<file path="src/verilog/gpio_pin_pkg.sv">
// Constants for the per-pin control block: register map, field layout, reset values.
// Assumes a 32-bit AXI4-Lite register bus and one pad per block.
package gpio_pin_pkg;

    // =====================================================================
    // Register map
    localparam logic [3:0] PAD_CONFIG_WORD_ADDR = 4'h0;
    localparam logic [3:0] PAD_CONTROL_ADDR     = 4'h4;

    // =====================================================================
    // Field positions
    localparam int PULL_LSB      = 0;
    localparam int SENSE_LSB     = 4;
    localparam int EDGE_EN_BIT   = 7;
    localparam int OPEN_DRAIN_BIT = 8;
    localparam int DIR_BIT       = 9;
    localparam int POLARITY_BIT  = 11;
    localparam int FUNC_LSB      = 12;
    localparam int ALT_DATA_BIT  = 16;
    localparam int ALT_WE_BIT    = 17;
    localparam int PAD_IN_BIT    = 24;
    localparam int WAKE_LATCH_BIT = 0;

    // Writable bits of the control word (reserved bits excluded)
    localparam logic [31:0] CONFIG_WRITE_MASK = 32'h0003_3bf3;
    localparam logic [31:0] CONFIG_RESET      = 32'h0000_0000;

    // =====================================================================
    // Encodings
    localparam logic [1:0] PULL_UP   = 2'h1;
    localparam logic [1:0] PULL_DOWN = 2'h2;
    localparam logic [2:0] SENSE_LOW     = 3'h0;
    localparam logic [2:0] SENSE_HIGH    = 3'h1;
    localparam logic [2:0] SENSE_RISE    = 3'h5;
    localparam logic [2:0] SENSE_FALL    = 3'h6;
    localparam logic [2:0] SENSE_EITHER  = 3'h7;
    localparam logic [1:0] FUNC_GPIO = 2'h0;

    localparam logic [1:0] RESP_OKAY   = 2'h0;
    localparam logic [1:0] RESP_SLVERR = 2'h2;

endpackage : gpio_pin_pkg

</file>
<file path="src/verilog/pin_event_detect.sv">
// Interrupt detection for one pin: level or edge sense with optional inversion.
// Assumes the pad input is already synchronous to sys_clk.
`timescale 1ns/1ps
`default_nettype none
module pin_event_detect (
    input  wire logic       sys_clk,
    input  wire logic       rst,
    input  wire logic       clkEn,
    input  wire logic       padIn,
    input  wire logic [2:0] sense,
    input  wire logic       edgeEnable,
    input  wire logic       invertSense,
    output var  logic       irqLevel,
    output var  logic       edgeEvent
);
    // =====================================================================
    // Sense evaluation
    logic prevIn;
    wire  senseIn  = padIn ^ invertSense;
    wire  prevSens = prevIn ^ invertSense;
    wire  rise     = senseIn & ~prevSens;
    wire  fall     = ~senseIn & prevSens;
    wire  isEdge   = sense[2] & (sense[1] | sense[0]);
    logic next_edgeEvent;

    always_comb begin
        case (sense)
            gpio_pin_pkg::SENSE_RISE:   next_edgeEvent = rise;
            gpio_pin_pkg::SENSE_FALL:   next_edgeEvent = fall;
            gpio_pin_pkg::SENSE_EITHER: next_edgeEvent = rise | fall;
            default:                    next_edgeEvent = 1'b0;
        endcase
        next_edgeEvent = next_edgeEvent & edgeEnable;
    end

    wire next_level = (sense == gpio_pin_pkg::SENSE_LOW)  ? ~senseIn :
                      (sense == gpio_pin_pkg::SENSE_HIGH) ?  senseIn : 1'b0;

    always_ff @(posedge sys_clk) begin
        if (rst) begin
            prevIn    <= 1'b0;
            irqLevel  <= 1'b0;
            edgeEvent <= 1'b0;
        end else if (clkEn) begin
            prevIn    <= padIn;
            irqLevel  <= next_level | (isEdge & next_edgeEvent);
            edgeEvent <= next_edgeEvent;
        end
    end

    chk_edge_gated: assert property (@(posedge sys_clk) disable iff (rst)
        clkEn && !edgeEnable |=> !edgeEvent) else $error("edge event while disabled");
endmodule : pin_event_detect
`default_nettype wire

</file>
<file path="src/verilog/gpio_pin_control.sv">
// What this block does
// Pull field 01 pulls up, 10 pulls down, 00 and 11 no pull.
// Sense field: 000 low, 001 high, 101 rise, 110 fall, 111 either.
// Wake only on edge code, edge enabled and aggregator enable all set.
// Edge enable bit 7 gates edge detection and wake.
// Software lowest power: edge disabled with edge code.
// Bit 8 picks push-pull or open-drain for every function.
// Direction bit 9 acts only while GPIO function selected.
// Alternate function drives direction whenever function select nonzero.
// Polarity inverts alternate outputs and interrupt sense; the code inverts interrupt sense only while an alternate function is selected.
// Polarity has no effect on GPIO output.
// Pad state read by software is never inverted.
// Function select 13:12 routes GPIO or one of three alternates.
// Bit 16 loads output latch only when bit 17 written set.
// Bit 16 reads back the value last programmed.
// Bit 24 reads current pad input, read-only.
// Watchdog reset clears most words; designated pins use system reset only.
// Reserved bits read zero, writes ignored.
//
// Per-pin GPIO control with AXI4-Lite register access.
// Assumes pad, alternate logic and aggregator are synchronous to sys_clk.
//
// The implementer's own choices: the address map and the AXI4-Lite interface to the registers.
`timescale 1ns/1ps
`default_nettype none
module gpio_pin_control #(
    parameter bit SYSTEM_RESET_ONLY = 1'b0
) (
    input  wire logic        sys_clk,
    input  wire logic        rst,
    input  wire logic        watchdogDrivenReset,
    input  wire logic        clkEn,
    // AXI4-Lite slave
    input  wire logic [3:0]  s_axi_awaddr,
    input  wire logic        s_axi_awvalid,
    output var  logic        s_axi_awready,
    input  wire logic [31:0] s_axi_wdata,
    input  wire logic [3:0]  s_axi_wstrb,
    input  wire logic        s_axi_wvalid,
    output var  logic        s_axi_wready,
    output var  logic [1:0]  s_axi_bresp,
    output var  logic        s_axi_bvalid,
    input  wire logic        s_axi_bready,
    input  wire logic [3:0]  s_axi_araddr,
    input  wire logic        s_axi_arvalid,
    output var  logic        s_axi_arready,
    output var  logic [31:0] s_axi_rdata,
    output var  logic [1:0]  s_axi_rresp,
    output var  logic        s_axi_rvalid,
    input  wire logic        s_axi_rready,
    // Pad
    input  wire logic        padIn,
    output var  logic        padOut,
    output var  logic        padOe,
    output var  logic        pullUpEn,
    output var  logic        pullDownEn,
    // Alternate functions 1..3
    input  wire logic [2:0]  altOut,
    input  wire logic [2:0]  altOe,
    output var  logic        altIn,
    // Aggregator and clock wake
    input  wire logic        aggIrqEnable,
    input  wire logic        ringStopped,
    output var  logic        pinIrq,
    output var  logic        ringWake
);
    // =====================================================================
    // Control word storage
    logic [31:0] configWord;
    logic        outLatch;

    wire [1:0] pullSelect  = configWord[gpio_pin_pkg::PULL_LSB +: 2];
    wire [2:0] sense       = configWord[gpio_pin_pkg::SENSE_LSB +: 3];
    wire       edgeEnable  = configWord[gpio_pin_pkg::EDGE_EN_BIT];
    wire       openDrain   = configWord[gpio_pin_pkg::OPEN_DRAIN_BIT];
    wire       dirOut      = configWord[gpio_pin_pkg::DIR_BIT];
    wire       polarity    = configWord[gpio_pin_pkg::POLARITY_BIT];
    wire [1:0] funcSelect  = configWord[gpio_pin_pkg::FUNC_LSB +: 2];
    wire       isGpio      = (funcSelect == gpio_pin_pkg::FUNC_GPIO);
    wire       invertAlt   = polarity & ~isGpio;

    // Reset source for this word
    wire wordReset = SYSTEM_RESET_ONLY ? rst : (rst | watchdogDrivenReset);

    // =====================================================================
    // AXI4-Lite write channel
    logic        awHeld;
    logic        wHeld;
    logic [3:0]  awAddr;
    logic [31:0] wData;
    logic [3:0]  wStrb;

    wire awTake    = s_axi_awvalid & s_axi_awready;
    wire wTake     = s_axi_wvalid & s_axi_wready;
    wire doWrite   = awHeld & wHeld & ~s_axi_bvalid;
    wire wrHitCfg  = (awAddr == gpio_pin_pkg::PAD_CONFIG_WORD_ADDR);
    wire wrHitCtl  = (awAddr == gpio_pin_pkg::PAD_CONTROL_ADDR);

    function automatic logic [31:0] strbMask(input logic [3:0] s);
        strbMask = {{8{s[3]}}, {8{s[2]}}, {8{s[1]}}, {8{s[0]}}};
    endfunction : strbMask

    wire [31:0] wMask   = strbMask(wStrb) & gpio_pin_pkg::CONFIG_WRITE_MASK;
    wire [31:0] next_configWord = (configWord & ~wMask) | (wData & wMask);
    wire        altLoad = doWrite & wrHitCfg & wStrb[2]
                        & wData[gpio_pin_pkg::ALT_WE_BIT];

    always_ff @(posedge sys_clk) begin
        if (rst) begin
            awHeld        <= 1'b0;
            wHeld         <= 1'b0;
            awAddr        <= 4'h0;
            wData         <= 32'h0000_0000;
            wStrb         <= 4'h0;
            s_axi_awready <= 1'b0;
            s_axi_wready  <= 1'b0;
            s_axi_bvalid  <= 1'b0;
            s_axi_bresp   <= gpio_pin_pkg::RESP_OKAY;
        end else if (clkEn) begin
            s_axi_awready <= ~awHeld & ~awTake & ~s_axi_awready;
            s_axi_wready  <= ~wHeld & ~wTake & ~s_axi_wready;
            if (awTake) begin
                awHeld <= 1'b1;
                awAddr <= {s_axi_awaddr[3:2], 2'h0};
            end
            if (wTake) begin
                wHeld <= 1'b1;
                wData <= s_axi_wdata;
                wStrb <= s_axi_wstrb;
            end
            if (doWrite) begin
                awHeld       <= 1'b0;
                wHeld        <= 1'b0;
                s_axi_bvalid <= 1'b1;
                s_axi_bresp  <= (wrHitCfg | wrHitCtl) ? gpio_pin_pkg::RESP_OKAY
                                                      : gpio_pin_pkg::RESP_SLVERR;
            end else if (s_axi_bvalid && s_axi_bready) begin
                s_axi_bvalid <= 1'b0;
            end
        end
    end

    // =====================================================================
    // Control word and output latch
    always_ff @(posedge sys_clk) begin
        if (wordReset) begin
            configWord <= gpio_pin_pkg::CONFIG_RESET;
            outLatch   <= 1'b0;
        end else if (clkEn) begin
            if (doWrite && wrHitCfg) begin
                configWord <= next_configWord;
            end
            if (altLoad) begin
                outLatch <= wData[gpio_pin_pkg::ALT_DATA_BIT];
            end
        end
    end

    // =====================================================================
    // Event detection and ring wake
    logic irqLevel;
    logic edgeEvent;
    logic wakeLatch;

    pin_event_detect eventDetect (
        .sys_clk     (sys_clk),
        .rst         (wordReset),
        .clkEn       (clkEn),
        .padIn       (padIn),
        .sense       (sense),
        .edgeEnable  (edgeEnable),
        .invertSense (invertAlt),
        .irqLevel    (irqLevel),
        .edgeEvent   (edgeEvent)
    );

    wire wakeCause = edgeEvent & aggIrqEnable & ringStopped;
    wire wakeClear = doWrite & wrHitCtl & wStrb[0] & wData[gpio_pin_pkg::WAKE_LATCH_BIT];

    // =====================================================================
    // AXI4-Lite read channel
    wire [31:0] cfgRead = (configWord & gpio_pin_pkg::CONFIG_WRITE_MASK & ~32'h0002_0000)
                        | (32'(padIn) << gpio_pin_pkg::PAD_IN_BIT);
    wire        rdHitCfg = (s_axi_araddr[3:2] == gpio_pin_pkg::PAD_CONFIG_WORD_ADDR[3:2]);
    wire        rdHitCtl = (s_axi_araddr[3:2] == gpio_pin_pkg::PAD_CONTROL_ADDR[3:2]);
    wire        arTake   = s_axi_arvalid & s_axi_arready;
    wire [31:0] rdData   = rdHitCfg ? cfgRead :
                           rdHitCtl ? {31'h0, wakeLatch} : 32'h0000_0000;

    always_ff @(posedge sys_clk) begin
        if (rst) begin
            s_axi_arready <= 1'b0;
            s_axi_rvalid  <= 1'b0;
            s_axi_rdata   <= 32'h0000_0000;
            s_axi_rresp   <= gpio_pin_pkg::RESP_OKAY;
        end else if (clkEn) begin
            s_axi_arready <= ~s_axi_rvalid & ~arTake & ~s_axi_arready;
            if (arTake) begin
                s_axi_rvalid <= 1'b1;
                s_axi_rdata  <= rdData;
                s_axi_rresp  <= (rdHitCfg | rdHitCtl) ? gpio_pin_pkg::RESP_OKAY
                                                      : gpio_pin_pkg::RESP_SLVERR;
            end else if (s_axi_rvalid && s_axi_rready) begin
                s_axi_rvalid <= 1'b0;
            end
        end
    end

    // =====================================================================
    // Pad drive
    wire       altSelOut = altOut[funcSelect - 2'h1];
    wire       altSelOe  = altOe[funcSelect - 2'h1];
    wire       rawOut    = isGpio ? outLatch : (altSelOut ^ polarity);
    wire       rawOe     = isGpio ? dirOut : altSelOe;
    wire       next_padOe  = rawOe & (~openDrain | ~rawOut);
    wire       next_padOut = openDrain ? 1'b0 : rawOut;

    always_ff @(posedge sys_clk) begin
        if (wordReset) begin
            padOut     <= 1'b0;
            padOe      <= 1'b0;
            pullUpEn   <= 1'b0;
            pullDownEn <= 1'b0;
            altIn      <= 1'b0;
            pinIrq     <= 1'b0;
            ringWake   <= 1'b0;
            wakeLatch  <= 1'b0;
        end else if (clkEn) begin
            padOut     <= next_padOut;
            padOe      <= next_padOe;
            pullUpEn   <= (pullSelect == gpio_pin_pkg::PULL_UP);
            pullDownEn <= (pullSelect == gpio_pin_pkg::PULL_DOWN);
            altIn      <= isGpio ? 1'b0 : (padIn ^ polarity);
            pinIrq     <= irqLevel;
            ringWake   <= wakeCause;
            if (wakeCause) begin
                wakeLatch <= 1'b1;
            end else if (wakeClear) begin
                wakeLatch <= 1'b0;
            end
        end
    end

    // =====================================================================
    // Checks
    chk_pull_decode: assert property (@(posedge sys_clk) disable iff (wordReset)
        clkEn && pullSelect == 2'h3 |=> !pullUpEn && !pullDownEn)
        else $error("pull enabled for code 11");
    chk_level_no_wake: assert property (@(posedge sys_clk) disable iff (wordReset)
        clkEn && !sense[2] ##1 clkEn |=> !ringWake)
        else $error("wake from level sense");
    chk_wake_needs_agg: assert property (@(posedge sys_clk) disable iff (wordReset)
        ringWake && $past(clkEn) && $past(clkEn, 2)
        |-> $past(aggIrqEnable) && $past(edgeEnable, 2))
        else $error("wake without enables");
    chk_od_no_high: assert property (@(posedge sys_clk) disable iff (wordReset)
        padOe && $past(openDrain) && $past(clkEn) |-> !padOut)
        else $error("open drain drove high");
    chk_gpio_direction: assert property (@(posedge sys_clk) disable iff (wordReset)
        clkEn && isGpio |=> padOe == ($past(dirOut) & ~($past(openDrain) & $past(outLatch))))
        else $error("gpio direction wrong");
    chk_gpio_no_invert: assert property (@(posedge sys_clk) disable iff (wordReset)
        clkEn && isGpio && !openDrain |=> padOut == $past(outLatch))
        else $error("gpio output inverted");
    chk_alt_latch: assert property (@(posedge sys_clk) disable iff (wordReset)
        clkEn && doWrite && wrHitCfg && !wData[17] |=> $stable(outLatch))
        else $error("latch changed without enable");
    chk_pad_read: assert property (@(posedge sys_clk) disable iff (rst)
        clkEn && arTake && rdHitCfg |=> s_axi_rdata[24] == $past(padIn))
        else $error("pad read mismatch");
    chk_reserved_zero: assert property (@(posedge sys_clk) disable iff (rst)
        s_axi_rvalid |-> (s_axi_rdata & 32'hfefc_c40c) == 32'h0000_0000)
        else $error("reserved bit read nonzero");

endmodule : gpio_pin_control
`default_nettype wire

</file>
<file path="config.mk">
export PLATFORM = sky130hd
export DESIGN_NAME = gpio_pin_control
export DESIGN_NICKNAME = d
export VERILOG_FILES = /design/src/verilog/gpio_pin_pkg.sv /design/src/verilog/pin_event_detect.sv /design/src/verilog/gpio_pin_control.sv
export SDC_FILE = /design/constraint.sdc
export NUM_CORES = 1
export LEC_CHECK = 0
export BUFFER_PORTS_ARGS = -buffer_cell sky130_fd_sc_hd__clkbuf_2
export CAP_MARGIN = 30
export CORE_UTILIZATION = 48
export DETAILED_ROUTE_END_ITERATION = 8
export PLACE_DENSITY = 0.82
export SYNTH_ARGS = -nofsm -noshare
export SYNTH_HDL_FRONTEND = slang
export SYNTH_HIERARCHICAL = 1
export SYNTH_SLANG_ARGS = --single-unit
</file>
<file path="constraint.sdc">
create_clock -name sys_clk -period 2.59 [get_ports sys_clk]
set_input_delay 0.518 -clock sys_clk [delete_from_list [all_inputs] [get_ports sys_clk]]
set_output_delay 0.518 -clock sys_clk [all_outputs]
set_load 0.1 [all_outputs]
</file>
==> impl_metrics.json <==
{
  "status": "finished, final reports clean",
  "required_ps": 2840,
  "power_density_nw_per_um2": 671,
  "antenna_found_initial": 0,
  "relSlewSlack": 0.522,
  "p_total_mw": 2.18,
  "area_delta_synth_final_pct": 16.0,
  "pin_count": 110,
  "power.leakage_nw": 1.40,
  "switching_share": 0.277,
  "dr.first_iter.drc_count": 90,
  "clock_skew_ps": 4.04,
  "die_area_um2": 6150,
  "cts.sinks": 64,
  "wirelength_um": 5620,
  "n_antenna_cell": 0,
  "drive_gt1_frac": 0.222,
  "yosysMostFrequentCell": "dfxtp_1",
  "path_buf_inv": 1,
  "ant_nets": 0,
  "grt_max_degree": 41,
  "cts_resized": 0,
  "synthesis.area_um2": 2810,
  "crit_fanout": 8,
  "yosysWarnings": 6,
  "die_w_um": 78.4,
  "vdd.ir_drop.worst_mv": 0.366,
  "rows": 27,
  "synthArstFlopShare": 0,
  "die_h_um": 78.4,
  "wl_per_cell_um": 12.2,
  "yosys-top-cells-count": "64 x dfxtp_1, 57 x nand2_1, 42 x a21oi_1, 31 x nor2_1, 25 x buf_4",
  "cts_setup_buffers": 0,
  "critPathMaxStageDelay_ps": 460,
  "yosys-top-cells-area": "dfxtp_1 46%, nand2_1 7.6%, a21oi_1 7.5%",
  "hold_path_class": "input pin to flip-flop",
  "setup_viol": 0,
  "initial_core_util": 0.503,
  "worstRegToRegCells": 8,
  "cp.depth": 8,
  "combPwrFrac": 0.127,
  "synth_flop_cell": "dfxtp_1",
  "clockRootBuffer": "clkbuf_8",
  "grt_overflow_total": 0,
  "ys_seq_elements": 64,
  "numPortBuffers": 64,
  "hpwlAfterDp_um": 4090,
  "syn_area_per_cell_um2": 8.60,
  "nets": 447,
  "cp_slowest_cell": "dfxtp_1",
  "vias_per_cell": 5.05,
  "p_int_mw": 1.58,
  "core_um2": 5570,
  "fin_crit_sh": 0.896,
  "place.gp.congestion": 0.860,
  "synth_cell_types": 41,
  "track_usage": 0.203,
  "max_cap_viol_count": 0,
  "cp.arrival_ps": 2570,
  "ys_seq_area_frac": 0.457,
  "clkTransAtPathRegs_ps": 70,
  "final-max-slew-violation-count": 0,
  "clkPwrFrac": 0.411,
  "rsz0062_at_grt": "no",
  "hold_viol": 0,
  "power_frac_seq": 0.462,
  "clock_latency_ps": 340,
  "fmax_mhz": 431,
  "syn_inst": 326,
  "cts_hold_buffers": 0,
  "synthDominantCellAreaShare": 0.457,
  "cp_top_family": "adder cells",
  "n_fill_cell": 529,
  "cts_tree": "yes",
  "grt_pass1_wl_um": 9570,
  "critPathKind": "flip-flop to flip-flop",
  "yosys.area.top_type": "dfxtp_1",
  "critPathLaunchType": "flip-flop",
  "fin_crit_ps": 2320,
  "endpoint_kind": "flip-flop",
  "hold_depth": 3,
  "tightest_slew_ps": 715,
  "power.switching_mw": 0.606,
  "fin_tns_setup_ps": 0,
  "num_vias": 2318,
  "h-tree-depth": 3,
  "synth_edf_count": 0,
  "drc": 0,
  "first_global_vias": 2187,
  "dr.pass1.iters": 4,
  "cts_made_buffers": 9,
  "worstPathCellList": "inv_1, ha_1, nor2b_1, xor2_1, ha_1, nor2b_1, o2111ai_1, a311oi_1",
  "clockBufferDepth": 2
}
[final cells by class]
| type | instances | area [µm²] | share of cell area |
|---|---|---|---|
| Timing Repair Buffer | 67 | 343 | 0.105 |
| Inverter | 4 | 15.0 | 0.00462 |
| Clock buffer | 11 | 131 | 0.0404 |
| Tap cell | 72 | 90.1 | 0.0277 |
| Clock inverter | 4 | 70.1 | 0.0215 |
| Sequential cell | 64 | 1280 | 0.394 |
| Multi-Input combinational cell | 237 | 1320 | 0.407 |
[stage by stage]
stage | utilization | hold slack, ps | setup WS, ps | cells | area, µm²
final | 0.584 | 390 | 270 | 459 | 3250
after global routing | 0.584 | 392 | 18.0 | 459 | 3250
after CTS | 0.584 | 383 | 253 | 459 | 3250
after detailed placement | 0.547 | 449 | 281 | 444 | 3050
after global placement | 0.547 | 443 | 392 | 444 | 3050
after floorplan | - | 436 | 694 | 346 | 2880
[cell usage in the layout, fill, tap and decap left out, types with 2 or more instances in the layout]
cell type | synthesis | layout
dfxtp_1 | 64 | 64
clkbuf_2 | 0 | 64
nand2_1 | 57 | 57
a21oi_1 | 42 | 42
nor2_1 | 31 | 31
mux2i_1 | 21 | 21
conb_1 | 1 | 21
nand3_1 | 16 | 16
clkbuf_8 | 0 | 9
nor3_1 | 8 | 8
inv_1 | 4 | 4
nor2b_1 | 4 | 4
and4b_1 | 3 | 3
nand4_1 | 3 | 3
buf_4 | 25 | 3
and3_1 | 2 | 2
nand2b_1 | 2 | 2
nand3b_1 | 2 | 2
xnor2_1 | 2 | 2
nand3_4 | 2 | 2
ha_1 | 2 | 2
clkinv_2 | 0 | 2
bufinv_16 | 0 | 2
clkbuf_1 | 10 | 2
[metal layers]
metal	routed length (µm)	global-route usage
met3	280	0.0477
met2	2620	0.327
met5	0	0
met4	127	0.126
met1	2590	0.244
[power by group through the flow]
| stage | combinational (mW) | sequential [mW] | clock, mW |
|---|---|---|---|
| 2_1_floorplan | 0.217 | 1.06 | 0 |
| 3_3_place_gp | 0.273 | 1.03 | 0 |
| 3_5_place_dp | 0.277 | 1.03 | 0 |
| 4_1_cts | 0.277 | 1.01 | 0.908 |
| 5_1_grt | 0.292 | 1.01 | 0.957 |
| 6_report | 0.277 | 1.01 | 0.898 |
[worst reg2reg max path, stage by stage (launching register included)]
cell and delay (ps):
dfxtp_1 460, inv_1 80, ha_1 260, nor2b_1 410
xor2_1 220, ha_1 260, nor2b_1 110, o2111ai_1 160
a311oi_1 270
[path summary, 6_finish.rpt]
check	to	from	slack, ps
setup / recovery	eventDetect/edgeEvent	flip-flop	270
hold / removal	wData[7]	s_axi_wdata[7]	390
setup reg to reg	eventDetect/edgeEvent	flip-flop	270
hold reg to reg	s_axi_rdata[5]	s_axi_rdata[5]	450
[cells by family after synthesis]
logic type / synth area share
mux: 0.0789
flops: 0.457
xor+xnor: 0.0174
simple gates: 0.224
buf+inv: 0.0986
other cells: 0.00134
compound gates: 0.114
fa+ha+maj: 0.00892
No activity file was read; power rests on OpenSTA's default activity.
